<file path="src/rtl/tbf_pkg.sv">
// shared constants and types of the type b framing and block layer
package tbf_pkg;
   localparam int CLK_KHZ = 100000;
   // bit rates in kbit/s and the cycles of one elementary time unit at each
   localparam int RATE_LO_KBPS = 106;
   localparam int RATE_MID_KBPS = 212;
   localparam int RATE_HI_KBPS = 424;
   localparam logic [9:0] ETU_LO = 10'(CLK_KHZ / RATE_LO_KBPS);
   localparam logic [9:0] ETU_MID = 10'(CLK_KHZ / RATE_MID_KBPS);
   localparam logic [9:0] ETU_HI = 10'(CLK_KHZ / RATE_HI_KBPS);
   localparam int SC_KHZ = 848;
   localparam logic [5:0] SC_HALF = 6'(CLK_KHZ / (2 * SC_KHZ));
   // delimiter lengths in etu
   localparam logic [3:0] SOF_LOW_ETU = 4'hA;
   localparam logic [3:0] SOF_HIGH_ETU = 4'h2;
   localparam logic [3:0] EOF_LOW_ETU = 4'hA;
   localparam logic [3:0] SOF_LOW_MIN = 4'h9;
   localparam logic [3:0] SOF_LOW_MAX = 4'hB;
   localparam logic [3:0] SOF_HIGH_MAX = 4'h3;
   localparam logic [3:0] GAP_MAX_ETU = 4'hE;
   localparam logic [3:0] STOP_BIT = 4'h9;
   // field sizes in bytes
   localparam logic [8:0] MAX_FIELD = 9'h100;
   localparam logic [8:0] MIN_FIELD = 9'h003;
   localparam logic [8:0] CRC_BYTES = 9'h002;
   localparam logic [7:0] MAX_INF = 8'hFD;
   localparam logic [7:0] TX_MAX = 8'hFE;
   localparam logic [7:0] PCB_OPT_MASK = 8'hF3;
   // crc_b: reflected poly, preset ones, complemented output
   localparam logic [15:0] CRC_INIT = 16'hFFFF;
   localparam logic [15:0] CRC_POLY = 16'h8408;
   localparam logic [15:0] CRC_RESIDUE = 16'hF0B8;
   typedef enum logic [1:0] {TBF_R106, TBF_R212, TBF_R424} tbf_rate_e;
   typedef struct packed {
      logic       last;
      logic [7:0] data;
   } tbf_byte_s;
endpackage

</file>
<file path="src/rtl/tbf_frame.sv">
// type b framer: air-side characters, sof/eof, crc_b and block checks
//
// Behaviour
// Characters go lsb first as a low start bit, eight data bits and a high stop bit, no parity.
// The link runs at 106, 212 or 424 kbit/s, held fixed for a whole exchange.
// Replies leave as bpsk on an 848 kHz subcarrier; commands arrive as nrz levels from ask.
// Every frame sent is wrapped in a start delimiter before and an end delimiter after the data.
// A frame's data field is at most 256 bytes long.
// The data field is a control byte, then the information field, then a two-byte crc_b.
// The information field holds 0 to 253 bytes.
// No card identifier or node address byte is ever added after the control byte.
// A received frame with a bad crc_b or an overlong data field is dropped without reply.
`timescale 1ns/10ps
`default_nettype none
module tbf_frame (
   input  wire logic              ref_clk_i,
   input  wire logic              rst_i,
   input  wire tbf_pkg::tbf_rate_e rate_i,
   input  wire logic              rx_pin_i,
   output logic                   lm_o,
   output tbf_pkg::tbf_byte_s     rx_o,
   output logic                   rx_valid_o,
   input  wire logic              rx_ready_i,
   output logic                   rx_drop_o,
   input  wire tbf_pkg::tbf_byte_s tx_i,
   input  wire logic              tx_valid_i,
   output logic                   tx_ready_o,
   output logic                   tx_busy_o
);
   typedef enum logic [2:0] {RX_IDLE, RX_SOFL, RX_SOFH, RX_BITS, RX_GAP} tbf_rx_e;
   typedef enum logic [2:0] {TX_IDLE, TX_SOFL, TX_SOFH, TX_CHAR, TX_EOF} tbf_tx_e;

   function automatic logic [15:0] crc_upd(input logic [15:0] c, input logic [7:0] d);
      logic [15:0] r;
      r = c ^ {8'h00, d};
      for (int i = 0; i < 8; i++) begin
         r = r[0] ? ((r >> 1) ^ tbf_pkg::CRC_POLY) : (r >> 1);
      end
      return r;
   endfunction

   function automatic logic [9:0] etu_of(input tbf_pkg::tbf_rate_e r);
      case (r)
         tbf_pkg::TBF_R212: etu_of = tbf_pkg::ETU_MID;
         tbf_pkg::TBF_R424: etu_of = tbf_pkg::ETU_HI;
         default:           etu_of = tbf_pkg::ETU_LO;
      endcase
   endfunction

   // pin synchroniser: a level counts once the second and third stages agree
   logic s1, s2, s3, rx_lvl, rx_prev;
   always_ff @(posedge ref_clk_i) begin
      if (rst_i) begin
         s1 <= 1'b1;
         s2 <= 1'b1;
         s3 <= 1'b1;
         rx_lvl <= 1'b1;
         rx_prev <= 1'b1;
      end else begin
         s1 <= rx_pin_i;
         s2 <= s1;
         s3 <= s2;
         if (s2 == s3) begin
            rx_lvl <= s3;
         end
         rx_prev <= rx_lvl;
      end
   end
   wire rx_fall = rx_prev & ~rx_lvl;
   wire rx_rise = ~rx_prev & rx_lvl;

   tbf_rx_e     rx_state;
   tbf_tx_e     tx_state;
   logic [9:0]  rx_tmr;
   logic [3:0]  rx_ecnt;
   logic [3:0]  rx_bit;
   logic [7:0]  rx_sh;
   logic [8:0]  rx_len;
   logic        rx_ovf;
   logic [15:0] rx_crc;
   tbf_pkg::tbf_rate_e rx_rate;
   logic [7:0]  mem [0:255];
   logic        dlv_busy;
   logic [7:0]  dlv_idx;
   logic [7:0]  dlv_end;

   wire [9:0] rx_etu = etu_of(rx_rate);
   wire rx_tick = (rx_tmr == 10'h000);
   wire rx_stop = (rx_state == RX_BITS) && rx_tick && (rx_bit == tbf_pkg::STOP_BIT);
   wire rx_wr = rx_stop && rx_lvl && (rx_len != tbf_pkg::MAX_FIELD);
   // eof reads as a character of all zeros whose stop bit is low too
   wire rx_eof = rx_stop && !rx_lvl && (rx_sh == 8'h00);
   wire rx_good = !rx_ovf && (rx_len >= tbf_pkg::MIN_FIELD)
                  && (rx_crc == tbf_pkg::CRC_RESIDUE);

   // receive: nrz levels, sampled mid-bit, delimiters measured in etu
   always_ff @(posedge ref_clk_i) begin
      if (rst_i) begin
         rx_state <= RX_IDLE;
         rx_tmr <= 10'h000;
         rx_ecnt <= 4'h0;
         rx_bit <= 4'h0;
         rx_sh <= 8'h00;
         rx_len <= 9'h000;
         rx_ovf <= 1'b0;
         rx_crc <= tbf_pkg::CRC_INIT;
         rx_rate <= tbf_pkg::TBF_R106;
      end else begin
         // reload one short so that a bit lasts exactly one etu, not one etu plus a cycle
         rx_tmr <= rx_tick ? rx_etu - 10'h001 : rx_tmr - 10'h001;
         case (rx_state)
            RX_IDLE: begin
               // half duplex: no new frame while replying or still handing one out
               if (rx_fall && !dlv_busy && tx_state == TX_IDLE) begin
                  rx_state <= RX_SOFL;
                  rx_rate <= rate_i;
                  rx_tmr <= etu_of(rate_i) - 10'h001;
                  rx_ecnt <= 4'h0;
               end
            end
            RX_SOFL: begin
               if (rx_tick && rx_ecnt != 4'hF) begin
                  rx_ecnt <= rx_ecnt + 4'h1;
               end
               if (rx_rise) begin
                  rx_state <= (rx_ecnt >= tbf_pkg::SOF_LOW_MIN) ? RX_SOFH : RX_IDLE;
                  rx_ecnt <= 4'h0;
                  rx_tmr <= rx_etu - 10'h001;
               end else if (rx_ecnt > tbf_pkg::SOF_LOW_MAX) begin
                  rx_state <= RX_IDLE;
               end
            end
            RX_SOFH: begin
               if (rx_tick) begin
                  rx_ecnt <= rx_ecnt + 4'h1;
               end
               if (rx_fall) begin
                  rx_state <= RX_BITS;
                  rx_tmr <= rx_etu >> 1;
                  rx_bit <= 4'h0;
                  rx_len <= 9'h000;
                  rx_ovf <= 1'b0;
                  rx_crc <= tbf_pkg::CRC_INIT;
               end else if (rx_ecnt > tbf_pkg::SOF_HIGH_MAX) begin
                  rx_state <= RX_IDLE;
               end
            end
            RX_BITS: begin
               if (rx_tick) begin
                  rx_bit <= rx_bit + 4'h1;
                  if (rx_bit == 4'h0 && rx_lvl) begin
                     rx_state <= RX_IDLE; // glitch, not a start bit
                  end else if (rx_bit != tbf_pkg::STOP_BIT && rx_bit != 4'h0) begin
                     rx_sh <= {rx_lvl, rx_sh[7:1]};
                  end else if (rx_bit == tbf_pkg::STOP_BIT) begin
                     if (rx_lvl) begin
                        rx_state <= RX_GAP;
                        rx_ecnt <= 4'h0;
                        rx_crc <= crc_upd(rx_crc, rx_sh);
                        if (rx_len == tbf_pkg::MAX_FIELD) begin
                           rx_ovf <= 1'b1;
                        end else begin
                           rx_len <= rx_len + 9'h001;
                        end
                     end else begin
                        rx_state <= RX_IDLE;
                     end
                  end
               end
            end
            RX_GAP: begin
               if (rx_tick) begin
                  rx_ecnt <= rx_ecnt + 4'h1;
               end
               if (rx_fall) begin
                  rx_state <= RX_BITS;
                  rx_tmr <= rx_etu >> 1;
                  rx_bit <= 4'h0;
               end else if (rx_ecnt > tbf_pkg::GAP_MAX_ETU) begin
                  rx_state <= RX_IDLE;
               end
            end
            default: rx_state <= RX_IDLE;
         endcase
      end
   end

   always_ff @(posedge ref_clk_i) begin
      if (rx_wr) begin
         mem[rx_len[7:0]] <= rx_sh;
      end
   end

   // two-entry buffer between the frame store and the command side
   tbf_pkg::tbf_byte_s bf [0:1];
   logic       bf_wp, bf_rp;
   logic [1:0] bf_cnt;
   wire bf_push = dlv_busy && (bf_cnt != 2'h2);
   wire bf_pop = rx_valid_o && rx_ready_i;
   assign rx_valid_o = (bf_cnt != 2'h0);
   assign rx_o = bf[bf_rp];

   // a frame is released only after its crc is known good, hence the store
   always_ff @(posedge ref_clk_i) begin
      if (rst_i) begin
         dlv_busy <= 1'b0;
         dlv_idx <= 8'h00;
         dlv_end <= 8'h00;
         rx_drop_o <= 1'b0;
      end else begin
         rx_drop_o <= rx_eof && !rx_good;
         if (rx_eof && rx_good) begin
            dlv_busy <= 1'b1;
            dlv_idx <= 8'h00;
            dlv_end <= 8'(rx_len - tbf_pkg::CRC_BYTES - 9'h001);
         end else if (bf_push) begin
            dlv_idx <= dlv_idx + 8'h01;
            if (dlv_idx == dlv_end) begin
               dlv_busy <= 1'b0;
            end
         end
      end
   end

   always_ff @(posedge ref_clk_i) begin
      if (rst_i) begin
         bf_wp <= 1'b0;
         bf_rp <= 1'b0;
         bf_cnt <= 2'h0;
         bf[0] <= '0;
         bf[1] <= '0;
      end else begin
         if (bf_push) begin
            bf[bf_wp] <= '{last: dlv_idx == dlv_end, data: mem[dlv_idx]};
            bf_wp <= ~bf_wp;
         end
         if (bf_pop) begin
            bf_rp <= ~bf_rp;
         end
         bf_cnt <= bf_cnt + 2'(bf_push) - 2'(bf_pop);
      end
   end

   // transmit
   logic [9:0]  tx_tmr;
   logic [3:0]  tx_ecnt;
   logic [3:0]  tx_bit;
   logic [7:0]  tx_sh;
   logic [1:0]  tx_stage;
   logic        tx_last;
   logic        tx_first;
   logic [7:0]  tx_cnt;
   logic [15:0] tx_crc;
   tbf_pkg::tbf_rate_e tx_rate;
   logic        txbit;

   wire tx_tick = (tx_tmr == 10'h000);
   wire tx_eoc = (tx_state == TX_CHAR) && tx_tick && (tx_bit == tbf_pkg::STOP_BIT);
   wire [7:0] tx_cnt_n = tx_cnt + 8'h01;
   assign tx_ready_o = ((tx_state == TX_IDLE) && (rx_state == RX_IDLE) && !dlv_busy)
                       || (tx_eoc && tx_stage == 2'h0 && !tx_last);
   wire tx_take = tx_ready_o && tx_valid_i;
   assign tx_busy_o = (tx_state != TX_IDLE);

   always_comb begin
      txbit = 1'b1;
      case (tx_state)
         TX_SOFL, TX_EOF: txbit = 1'b0;
         TX_CHAR: begin
            if (tx_bit == 4'h0) begin
               txbit = 1'b0;
            end else if (tx_bit != tbf_pkg::STOP_BIT) begin
               txbit = tx_sh[3'(tx_bit - 4'h1)];
            end
         end
         default: txbit = 1'b1;
      endcase
   end

   always_ff @(posedge ref_clk_i) begin
      if (rst_i) begin
         tx_state <= TX_IDLE;
         tx_tmr <= 10'h000;
         tx_ecnt <= 4'h0;
         tx_bit <= 4'h0;
         tx_sh <= 8'h00;
         tx_stage <= 2'h0;
         tx_last <= 1'b0;
         tx_first <= 1'b0;
         tx_cnt <= 8'h00;
         tx_crc <= tbf_pkg::CRC_INIT;
         tx_rate <= tbf_pkg::TBF_R106;
      end else begin
         if (tx_take) begin
            // first byte is the control byte: its cid and nad flags are cleared
            tx_sh <= (tx_state == TX_IDLE) ? (tx_i.data & tbf_pkg::PCB_OPT_MASK) : tx_i.data;
            tx_crc <= crc_upd((tx_state == TX_IDLE) ? tbf_pkg::CRC_INIT : tx_crc,
                              (tx_state == TX_IDLE) ? (tx_i.data & tbf_pkg::PCB_OPT_MASK)
                                                    : tx_i.data);
            tx_cnt <= (tx_state == TX_IDLE) ? 8'h01 : tx_cnt_n;
            // control byte plus 253 information bytes ends the field regardless
            tx_last <= tx_i.last || ((tx_state != TX_IDLE) && tx_cnt_n == tbf_pkg::TX_MAX);
            tx_first <= (tx_state == TX_IDLE);
         end
         if (tx_state != TX_IDLE && !(tx_eoc && tx_stage == 2'h0 && !tx_last && !tx_valid_i)) begin
            tx_tmr <= tx_tick ? etu_of(tx_rate) - 10'h001 : tx_tmr - 10'h001;
         end
         case (tx_state)
            TX_IDLE: begin
               if (tx_take) begin
                  tx_state <= TX_SOFL;
                  tx_rate <= rate_i;
                  tx_tmr <= etu_of(rate_i) - 10'h001;
                  tx_ecnt <= 4'h0;
                  tx_stage <= 2'h0;
               end
            end
            TX_SOFL: begin
               if (tx_tick) begin
                  tx_ecnt <= tx_ecnt + 4'h1;
                  if (tx_ecnt == tbf_pkg::SOF_LOW_ETU - 4'h1) begin
                     tx_state <= TX_SOFH;
                     tx_ecnt <= 4'h0;
                  end
               end
            end
            TX_SOFH: begin
               if (tx_tick) begin
                  tx_ecnt <= tx_ecnt + 4'h1;
                  if (tx_ecnt == tbf_pkg::SOF_HIGH_ETU - 4'h1) begin
                     tx_state <= TX_CHAR;
                     tx_bit <= 4'h0;
                  end
               end
            end
            TX_CHAR: begin
               if (tx_tick && tx_bit != tbf_pkg::STOP_BIT) begin
                  tx_bit <= tx_bit + 4'h1;
               end else if (tx_eoc) begin
                  // a late next byte only stretches the stop level
                  if (tx_stage == 2'h0 && !tx_last) begin
                     if (tx_valid_i) begin
                        tx_bit <= 4'h0;
                        tx_first <= 1'b0;
                     end
                  end else if (tx_stage == 2'h0) begin
                     tx_sh <= ~tx_crc[7:0];
                     tx_stage <= 2'h1;
                     tx_bit <= 4'h0;
                     tx_first <= 1'b0;
                  end else if (tx_stage == 2'h1) begin
                     tx_sh <= ~tx_crc[15:8];
                     tx_stage <= 2'h2;
                     tx_bit <= 4'h0;
                  end else begin
                     tx_state <= TX_EOF;
                     tx_ecnt <= 4'h0;
                  end
               end
            end
            TX_EOF: begin
               if (tx_tick) begin
                  tx_ecnt <= tx_ecnt + 4'h1;
                  if (tx_ecnt == tbf_pkg::EOF_LOW_ETU - 4'h1) begin
                     tx_state <= TX_IDLE;
                  end
               end
            end
            default: tx_state <= TX_IDLE;
         endcase
      end
   end

   // subcarrier and bpsk: a low bit flips the subcarrier phase
   logic [5:0] sc_cnt;
   logic       sc;
   always_ff @(posedge ref_clk_i) begin
      if (rst_i) begin
         sc_cnt <= 6'h00;
         sc <= 1'b0;
         lm_o <= 1'b0;
      end else begin
         sc_cnt <= (sc_cnt == 6'h00) ? tbf_pkg::SC_HALF - 6'h01 : sc_cnt - 6'h01;
         if (sc_cnt == 6'h00) begin
            sc <= ~sc;
         end
         lm_o <= (tx_state != TX_IDLE) && (sc ^ ~txbit);
      end
   end

   a_tx_start_stop: assert property (@(posedge ref_clk_i) disable iff (rst_i)
      (tx_state == TX_CHAR) |-> (tx_bit != 4'h0 || !txbit) && (tx_bit != 4'h9 || txbit))
      else $error("character framing bit wrong");
   a_rate_held: assert property (@(posedge ref_clk_i) disable iff (rst_i)
      (tx_state != TX_IDLE) && $past(tx_state != TX_IDLE) |-> $stable(tx_rate))
      else $error("bit rate changed inside a frame");
   a_lm_quiet: assert property (@(posedge ref_clk_i) disable iff (rst_i)
      (tx_state == TX_IDLE) [*2] |=> !lm_o)
      else $error("load modulation while idle");
   a_sof_length: assert property (@(posedge ref_clk_i) disable iff (rst_i)
      (tx_state == TX_SOFL) ##1 (tx_state == TX_SOFH) |-> $past(tx_ecnt) == 4'h9)
      else $error("start delimiter length wrong");
   a_eof_after_crc: assert property (@(posedge ref_clk_i) disable iff (rst_i)
      $rose(tx_state == TX_EOF) |-> $past(tx_stage) == 2'h2)
      else $error("end delimiter before crc");
   a_field_limit: assert property (@(posedge ref_clk_i) disable iff (rst_i)
      rx_eof && rx_ovf |=> rx_drop_o && !dlv_busy)
      else $error("receive field beyond limit");
   a_inf_limit: assert property (@(posedge ref_clk_i) disable iff (rst_i)
      tx_take && tx_state != TX_IDLE |=> tx_cnt <= 8'hFE && (tx_cnt != 8'hFE || tx_last))
      else $error("information field too long");
   a_no_cid_nad: assert property (@(posedge ref_clk_i) disable iff (rst_i)
      (tx_state == TX_SOFL || tx_first) |-> tx_sh[3:2] == 2'b00)
      else $error("cid or nad flag set in control byte");
   a_drop_bad: assert property (@(posedge ref_clk_i) disable iff (rst_i)
      rx_eof && !rx_good && !rx_valid_o |=> rx_drop_o && !dlv_busy ##1 !rx_valid_o)
      else $error("bad frame not dropped");
endmodule
`default_nettype wire

</file>
<file path="config.mk">
export PLATFORM = sky130hd
export DESIGN_NAME = tbf_frame
export DESIGN_NICKNAME = d
export VERILOG_FILES = /design/src/rtl/tbf_pkg.sv /design/src/rtl/tbf_frame.sv
export SDC_FILE = /design/constraint.sdc
export NUM_CORES = 2
export LEC_CHECK = 0
export BUFFER_PORTS_ARGS = -buffer_cell sky130_fd_sc_hd__buf_2
export CORE_MARGIN = 3
export CORE_UTILIZATION = 23
export CTS_BUF_LIST = sky130_fd_sc_hd__clkbuf_8
export CTS_CLUSTER_DIAMETER = 30
export DETAILED_ROUTE_END_ITERATION = 8
export GPL_TIMING_DRIVEN = 1
export PLACE_DENSITY_LB_ADDON = 0.25
export SKIP_CTS_REPAIR_TIMING = 1
export SLEW_MARGIN = 20
export SYNTH_ARGS = -nofsm -noshare
export SYNTH_HDL_FRONTEND = slang
export SYNTH_SLANG_ARGS = --single-unit
</file>
<file path="constraint.sdc">
create_clock -name ref_clk_i -period 6.76 [get_ports ref_clk_i]
set_input_delay 1.014 -clock ref_clk_i [delete_from_list [all_inputs] [get_ports ref_clk_i]]
set_output_delay 1.014 -clock ref_clk_i [all_outputs]
set_load 0.02 [all_outputs]
</file>
# Word-level counts from Yosys, hierarchy flattened

Memories as Yosys holds them, arrays and structs flattened. A register that Yosys moved wholly into a read port is not among the register bits.
Index checks and enable logic that the tools add are counted.

Output and inout bits: 14
Memories: 2
Input port bits: 16
Word-level logic and storage cells: 392
RAM bits: 2066
Register bits after elaboration: 150

Equal/unequal tests: 63
Bitwise operators: 30
Muxes and demuxes: 158
Order comparisons: 6
$add $sub $neg: 19
Reductions and logical operators: 79

Memories:

| name | depth | bits a word | rd ports | clocked after Yosys merged registers in | write ports | RTL line         | source |
|---|---|---|---|---|---|---|---|
| mem  | 256   | 8           | 1        | 1                                       | 1           | tbf_frame.sv:82  | `logic [7:0] mem [0:255];` |
| bf   | 2     | 9           | 1        | 1                                       | 2           | tbf_frame.sv:195 | `tbf_pkg::tbf_byte_s bf [0:1];` |

Operator list:

| kind                    | count |
|---|---|
| $mux W16                | 23 |
| $mux W10                | 16 |
| $mux W4                 | 29 |
| $mux W8                 | 10 |
| $mux W3                 | 24 |
| $mux W9                 | 8 |
| $pmux W10 S2            | 3 |
| $sub A10 B1 Y10 const B | 6 |
| $not A2 Y3              | 16 |
| $ne A2 B2 Y1 const B    | 20 |
| $pmux W16 S2            | 1 |
| $pmux W4 S4             | 2 |
| $xor A16 B8 Y16         | 2 |
| $logic_and A1 B1 Y1     | 30 |
| $pmux W10 S3            | 1 |
| $pmux W3 S5             | 2 |
| $mux W1                 | 24 |
| $logic_not A10 Y1       | 2 |
| $pmux W9 S2             | 1 |
| $reduce_and A9 Y1       | 2 |
| $add A4 B1 Y4 const B   | 4 |
| $add A8 B1 Y8 const B   | 2 |
| $eq A16 B16 Y1 const B  | 1 |
| $ne A4 B4 Y1 const B    | 4 |
| other kinds (58)        | 122 |

# Longest topological paths before layout

Depth in word-level cells: 23
Depth in mapped cells: 12
Mapped depth without buffers: 10

# Worst setup path after synthesis

Ideal clock, no wire load.

Path kind: register to register
Start point: reg rx_sh[3]
End point: reg rx_crc[3]
Clock period less this slack: 5.080 ns
Library setup time: 0.120 ns
Setup slack: 1.680 ns
Path buffers: 0
Required time: 6.640 ns
Arrival time: 4.960 ns
Cell stages (with the launch flop): 6
Cells stage by stage: dfxtp_1 -> xor2_1 -> xnor2_1 -> xnor2_1 -> a21oi_1 -> a211o_1

Longest elaborated chain between the ends: 15

Ends and longest elaborated chain:

| item                   | RTL line         | source |
|---|---|---|
| start, declared        | tbf_frame.sv:77  | `logic [7:0] rx_sh;` |
| start signal, assigned | tbf_frame.sv:154 | `rx_sh <= {rx_lvl, rx_sh[7:1]};` |
| $xor A16 B8 Y16        | tbf_frame.sv:35  | `r = c ^ {8'h00, d};` |
| $mux W16 (8 in a row)  | tbf_frame.sv:37  | `r = r[0] ? ((r >> 1) ^ tbf_pkg::CRC_POLY) : (r >> 1);` |
| $mux W16               | tbf_frame.sv:156 | `if (rx_lvl) begin` |
| $mux W16               | tbf_frame.sv:155 | `end else if (rx_bit == tbf_pkg::STOP_BIT) begin` |
| $mux W16               | tbf_frame.sv:153 | `end else if (rx_bit != tbf_pkg::STOP_BIT && rx_bit != 4'h0) begin` |
| $mux W16               | tbf_frame.sv:151 | `if (rx_bit == 4'h0 && rx_lvl) begin` |
| $mux W16               | tbf_frame.sv:149 | `if (rx_tick) begin` |
| $pmux W16 S2           | tbf_frame.sv:111 | `case (rx_state)` |
| end signal, assigned   | tbf_frame.sv:106 | `rx_crc <= tbf_pkg::CRC_INIT;` |
| end signal, assigned   | tbf_frame.sv:143 | `rx_crc <= tbf_pkg::CRC_INIT;` |
| end signal, assigned   | tbf_frame.sv:159 | `rx_crc <= crc_upd(rx_crc, rx_sh);` |
| end, declared          | tbf_frame.sv:80  | `logic [15:0] rx_crc;` |

Every way passes these cells. The select of a mux whose other input is x is not followed.
A chain may end at the register's enable or synchronous reset.

# Final worst setup path

Start point: reg rx_state[0]
End point: mem mem[233][5], enable pin

Longest elaborated chain between the ends: 7

Ends and longest elaborated chain:

| item                             | RTL line         | source |
|---|---|---|
| start, declared                  | tbf_frame.sv:72  | `tbf_rx_e rx_state;` |
| start signal, assigned           | tbf_frame.sv:126 | `rx_state <= (rx_ecnt >= tbf_pkg::SOF_LOW_MIN) ? RX_SOFH : RX_IDLE;` |
| $eq A3 B2 Y1                     | tbf_frame.sv:89  | `wire rx_stop = (rx_state == RX_BITS) && rx_tick && (rx_bit == tbf_pkg::STOP_BIT);` |
| $logic_and A1 B1 Y1 (2 in a row) | tbf_frame.sv:89  |  |
| $logic_and A1 B1 Y1 (2 in a row) | tbf_frame.sv:90  | `wire rx_wr = rx_stop && rx_lvl && (rx_len != tbf_pkg::MAX_FIELD);` |
| $mux W1                          | tbf_frame.sv:189 | `if (rx_wr) begin` |
| $mux W1 (implied by the code)    | tbf_frame.sv:190 | `mem[rx_len[7:0]] <= rx_sh;` |
| end, declared                    | tbf_frame.sv:82  |  |

Every way passes these cells.

==> results.json <==
{
  "multiInputGateArea_um2": 22100,
  "r2r-end": "mem[233][5]",
  "maxSlewViolCount": 0,
  "grt_pass1_wl_mm": 393,
  "synthMostInstantiatedCell": "edfxtp_1",
  "synth-main-ff-cell": "edfxtp_1",
  "setup_tns_ns": 0,
  "dr.first_iter.drc_count": 5165,
  "synth-seq-area-share_pct": 73.6,
  "dpl.hpwl_mm": 171,
  "die_area_um2": 393000,
  "finalCriticalPeriod_ns": 5.14,
  "overflow": 0,
  "hold_start": "rx_pin_i",
  "crit_slowest_cell": "nor2_1",
  "synth_enable_flop_cells": 2066,
  "synth_warnings": 0,
  "gp_congestion": 0.821,
  "finalCritPeriodShare_pct": 76.0,
  "cp.required_ns": 7.36,
  "drt_wl_total_mm": 280,
  "hold_path_end": "s1",
  "grt_pass1_vias": 49331,
  "cts-root-buf": "clkbuf_8",
  "syn_area_um2": 88600,
  "hold_class": "in -> reg",
  "arrival_ns": 5.74,
  "clkSinkCount": 2225,
  "synthCells": 4732,
  "via_per_inst": 4.58,
  "synth-seq-cells": 2225,
  "cp_cell_sequence": "nand3b_1 -> nor4_4 -> nand2_1 -> nor2_1 -> nand2_1 -> nor2_1",
  "fp.dieW_um": 627,
  "avgSynthCellArea_um2": 18.7,
  "cts_tree": "yes",
  "core_area_um2": 383000,
  "critical_path.top_delay_family": "simple AND/OR/NAND/NOR gates",
  "fp-row-count": 227,
  "worstReg2RegStart": "rx_state[0]",
  "hold_depth": 2,
  "final_nets": 5091,
  "die_y_um": 627,
  "vias": 47913,
  "leakage_nw": 32.4,
  "synth_commonest_cells": "2066 x edfxtp_1, 509 x mux4_2, 411 x nor2_1",
  "max_clock_freq_mhz": 195,
  "crit_buf_inv": 0,
  "r2r_slack_ns": 1.62,
  "htree_levels": 5,
  "async_reset_ff_share_pct": 0,
  "status": "complete, no violations",
  "nFillCells": 38125,
  "crit_start": "rx_state[0]",
  "regArea_um2": 65300,
  "numCtsBuffers": 453,
  "grt_max_degree": 138,
  "worstSkewPairLatency_ns": 1.06,
  "yosysTopAreaCell": "edfxtp_1",
  "synth.top_cell.area_share_pct": 70.0,
  "route.detailed.drc": 0,
  "grt_usage_pct": 13.9,
  "antenna_found_initial": 18,
  "rsz0062_at_grt": "no",
  "setup_viol": 0,
  "clk_path_buf_depth": 4,
  "avgRoutedWirePerCell_um": 26.8,
  "fin_skew_ns": 0.135,
  "critPathKind": "reg -> reg",
  "totalPowerFinal_w": 0.0314,
  "start_util_pct": 23.1,
  "critPathLaunchType": "flip-flop",
  "final_antenna_net_count": 0,
  "hold_viol_final": 0,
  "power_density_nw_per_um2": 299,
  "ys_types": 88,
  "io_buffers": 29,
  "max_slew_margin_pct": 18.3,
  "yosys-top-cells-area": "edfxtp_1 70%, mux4_2 13%, dfxtp_1 3.6%, nor2_1 1.7%, mux2i_1 1.6%",
  "drive_gt1_share_pct": 26.4,
  "crit_fanout": 22,
  "reg2regPathDepth": 6,
  "ir_worst_vdd_v": 0.000167,
  "critical-path-max-stage-delay_ns": 0.81,
  "cts.clk_slew.worst_paths_ns": 0.06,
  "worst_pin_slew_ns": 1.22,
  "area_growth_pct": 18.5,
  "synth_nets": 4780,
  "endpoint_kind": "flip-flop",
  "dr.pass1.iters": 5,
  "ios": 30,
  "maxCapViolCount": 0
}
-- cells by family after synthesis --
kind of cell	Yosys count	share of synthesized area, %
mux	678	14.9
xor+xnor	89	0.880
compound gates	471	3.66
flops	2225	73.6
simple gates	923	4.93
fa+ha+maj	32	0.452
buf+inv	314	1.58
-- registers in the layout, indices dropped and copies added (netlist names), 9 cells and up, named ones only --
register	flops
mem	2048
bf	18
rx_crc	16
tx_crc	16
rx_tmr	10
tx_tmr	10
rx_len	9
-- per-layer routing --
| layer | GRT usage (%) | routed length, µm |
|---|---|---|
| met5 | 0 | 29 |
| met2 | 22.7 | 134000 |
| met1 | 19.0 | 121000 |
| met3 | 2.56 | 18000 |
| met4 | 3.64 | 7220 |
-- worst max-delay path by stage --
stage	end	slack, ns	cells past startpoint
after global placement	mem[192][6]	1.69	6
after floorplan	rx_crc[3]	1.68	5
final	mem[233][5]	1.62	6
after global routing	mem[201][5]	1.29	6
after detailed placement	mem[192][6]	1.55	6
after CTS	mem[201][5]	1.55	6
-- power by group --
| group | switching (W) | internal (W) |
|---|---|---|
| clock | 0.00629 | 0.00908 |
| sequential | 0.000147 | 0.0149 |
| combinational | 0.000571 | 0.000397 |
-- per-stage QoR --
stage | std cells | cell area [µm²] | worst slack (ns) | hold WS, ns | utilization, %
after floorplan | 4732 | 88600 | 1.68 | 0.389 | -
after global placement | 9626 | 94900 | 1.69 | 0.409 | 24.8
after detailed placement | 9626 | 94900 | 1.55 | 0.412 | 24.8
after CTS | 10462 | 105000 | 1.55 | 0.248 | 27.4
after global routing | 10465 | 105000 | 1.29 | 0.249 | 27.4
final | 10470 | 105000 | 1.62 | 0.330 | 27.4
-- cell usage in the layout, fill, tap and decap left out, types with 29 or more instances in the layout --
cell        count
ha_1           32
nand2b_1       29
clkinv_2       76
mux4_2        509
buf_4          86
inv_1         120
xor2_1         43
nand3_1        46
nor2_1        409
clkbuf_8      465
a22oi_1        57
bufinv_16      67
o21ai_0        55
nand2_1       163
clkinvlp_4     45
dfxtp_1       145
nor3_1         67
clkinv_1       61
o22ai_1        70
edfxtp_1     2066
xnor2_1        46
a21oi_1        93
mux2i_1       142
-- cell type report --
cell class	instances	share of cell area [%]
Antenna cell	8	0.0191
Clock buffer	465	6.09
Clock inverter	371	3.50
Inverter	38	0.136
Multi-Input combinational cell	2193	21.0
Sequential cell	2225	62.2
Tap cell	5038	6.00
Timing Repair Buffer	132	1.09
Power figures use the tool's default switching activity.
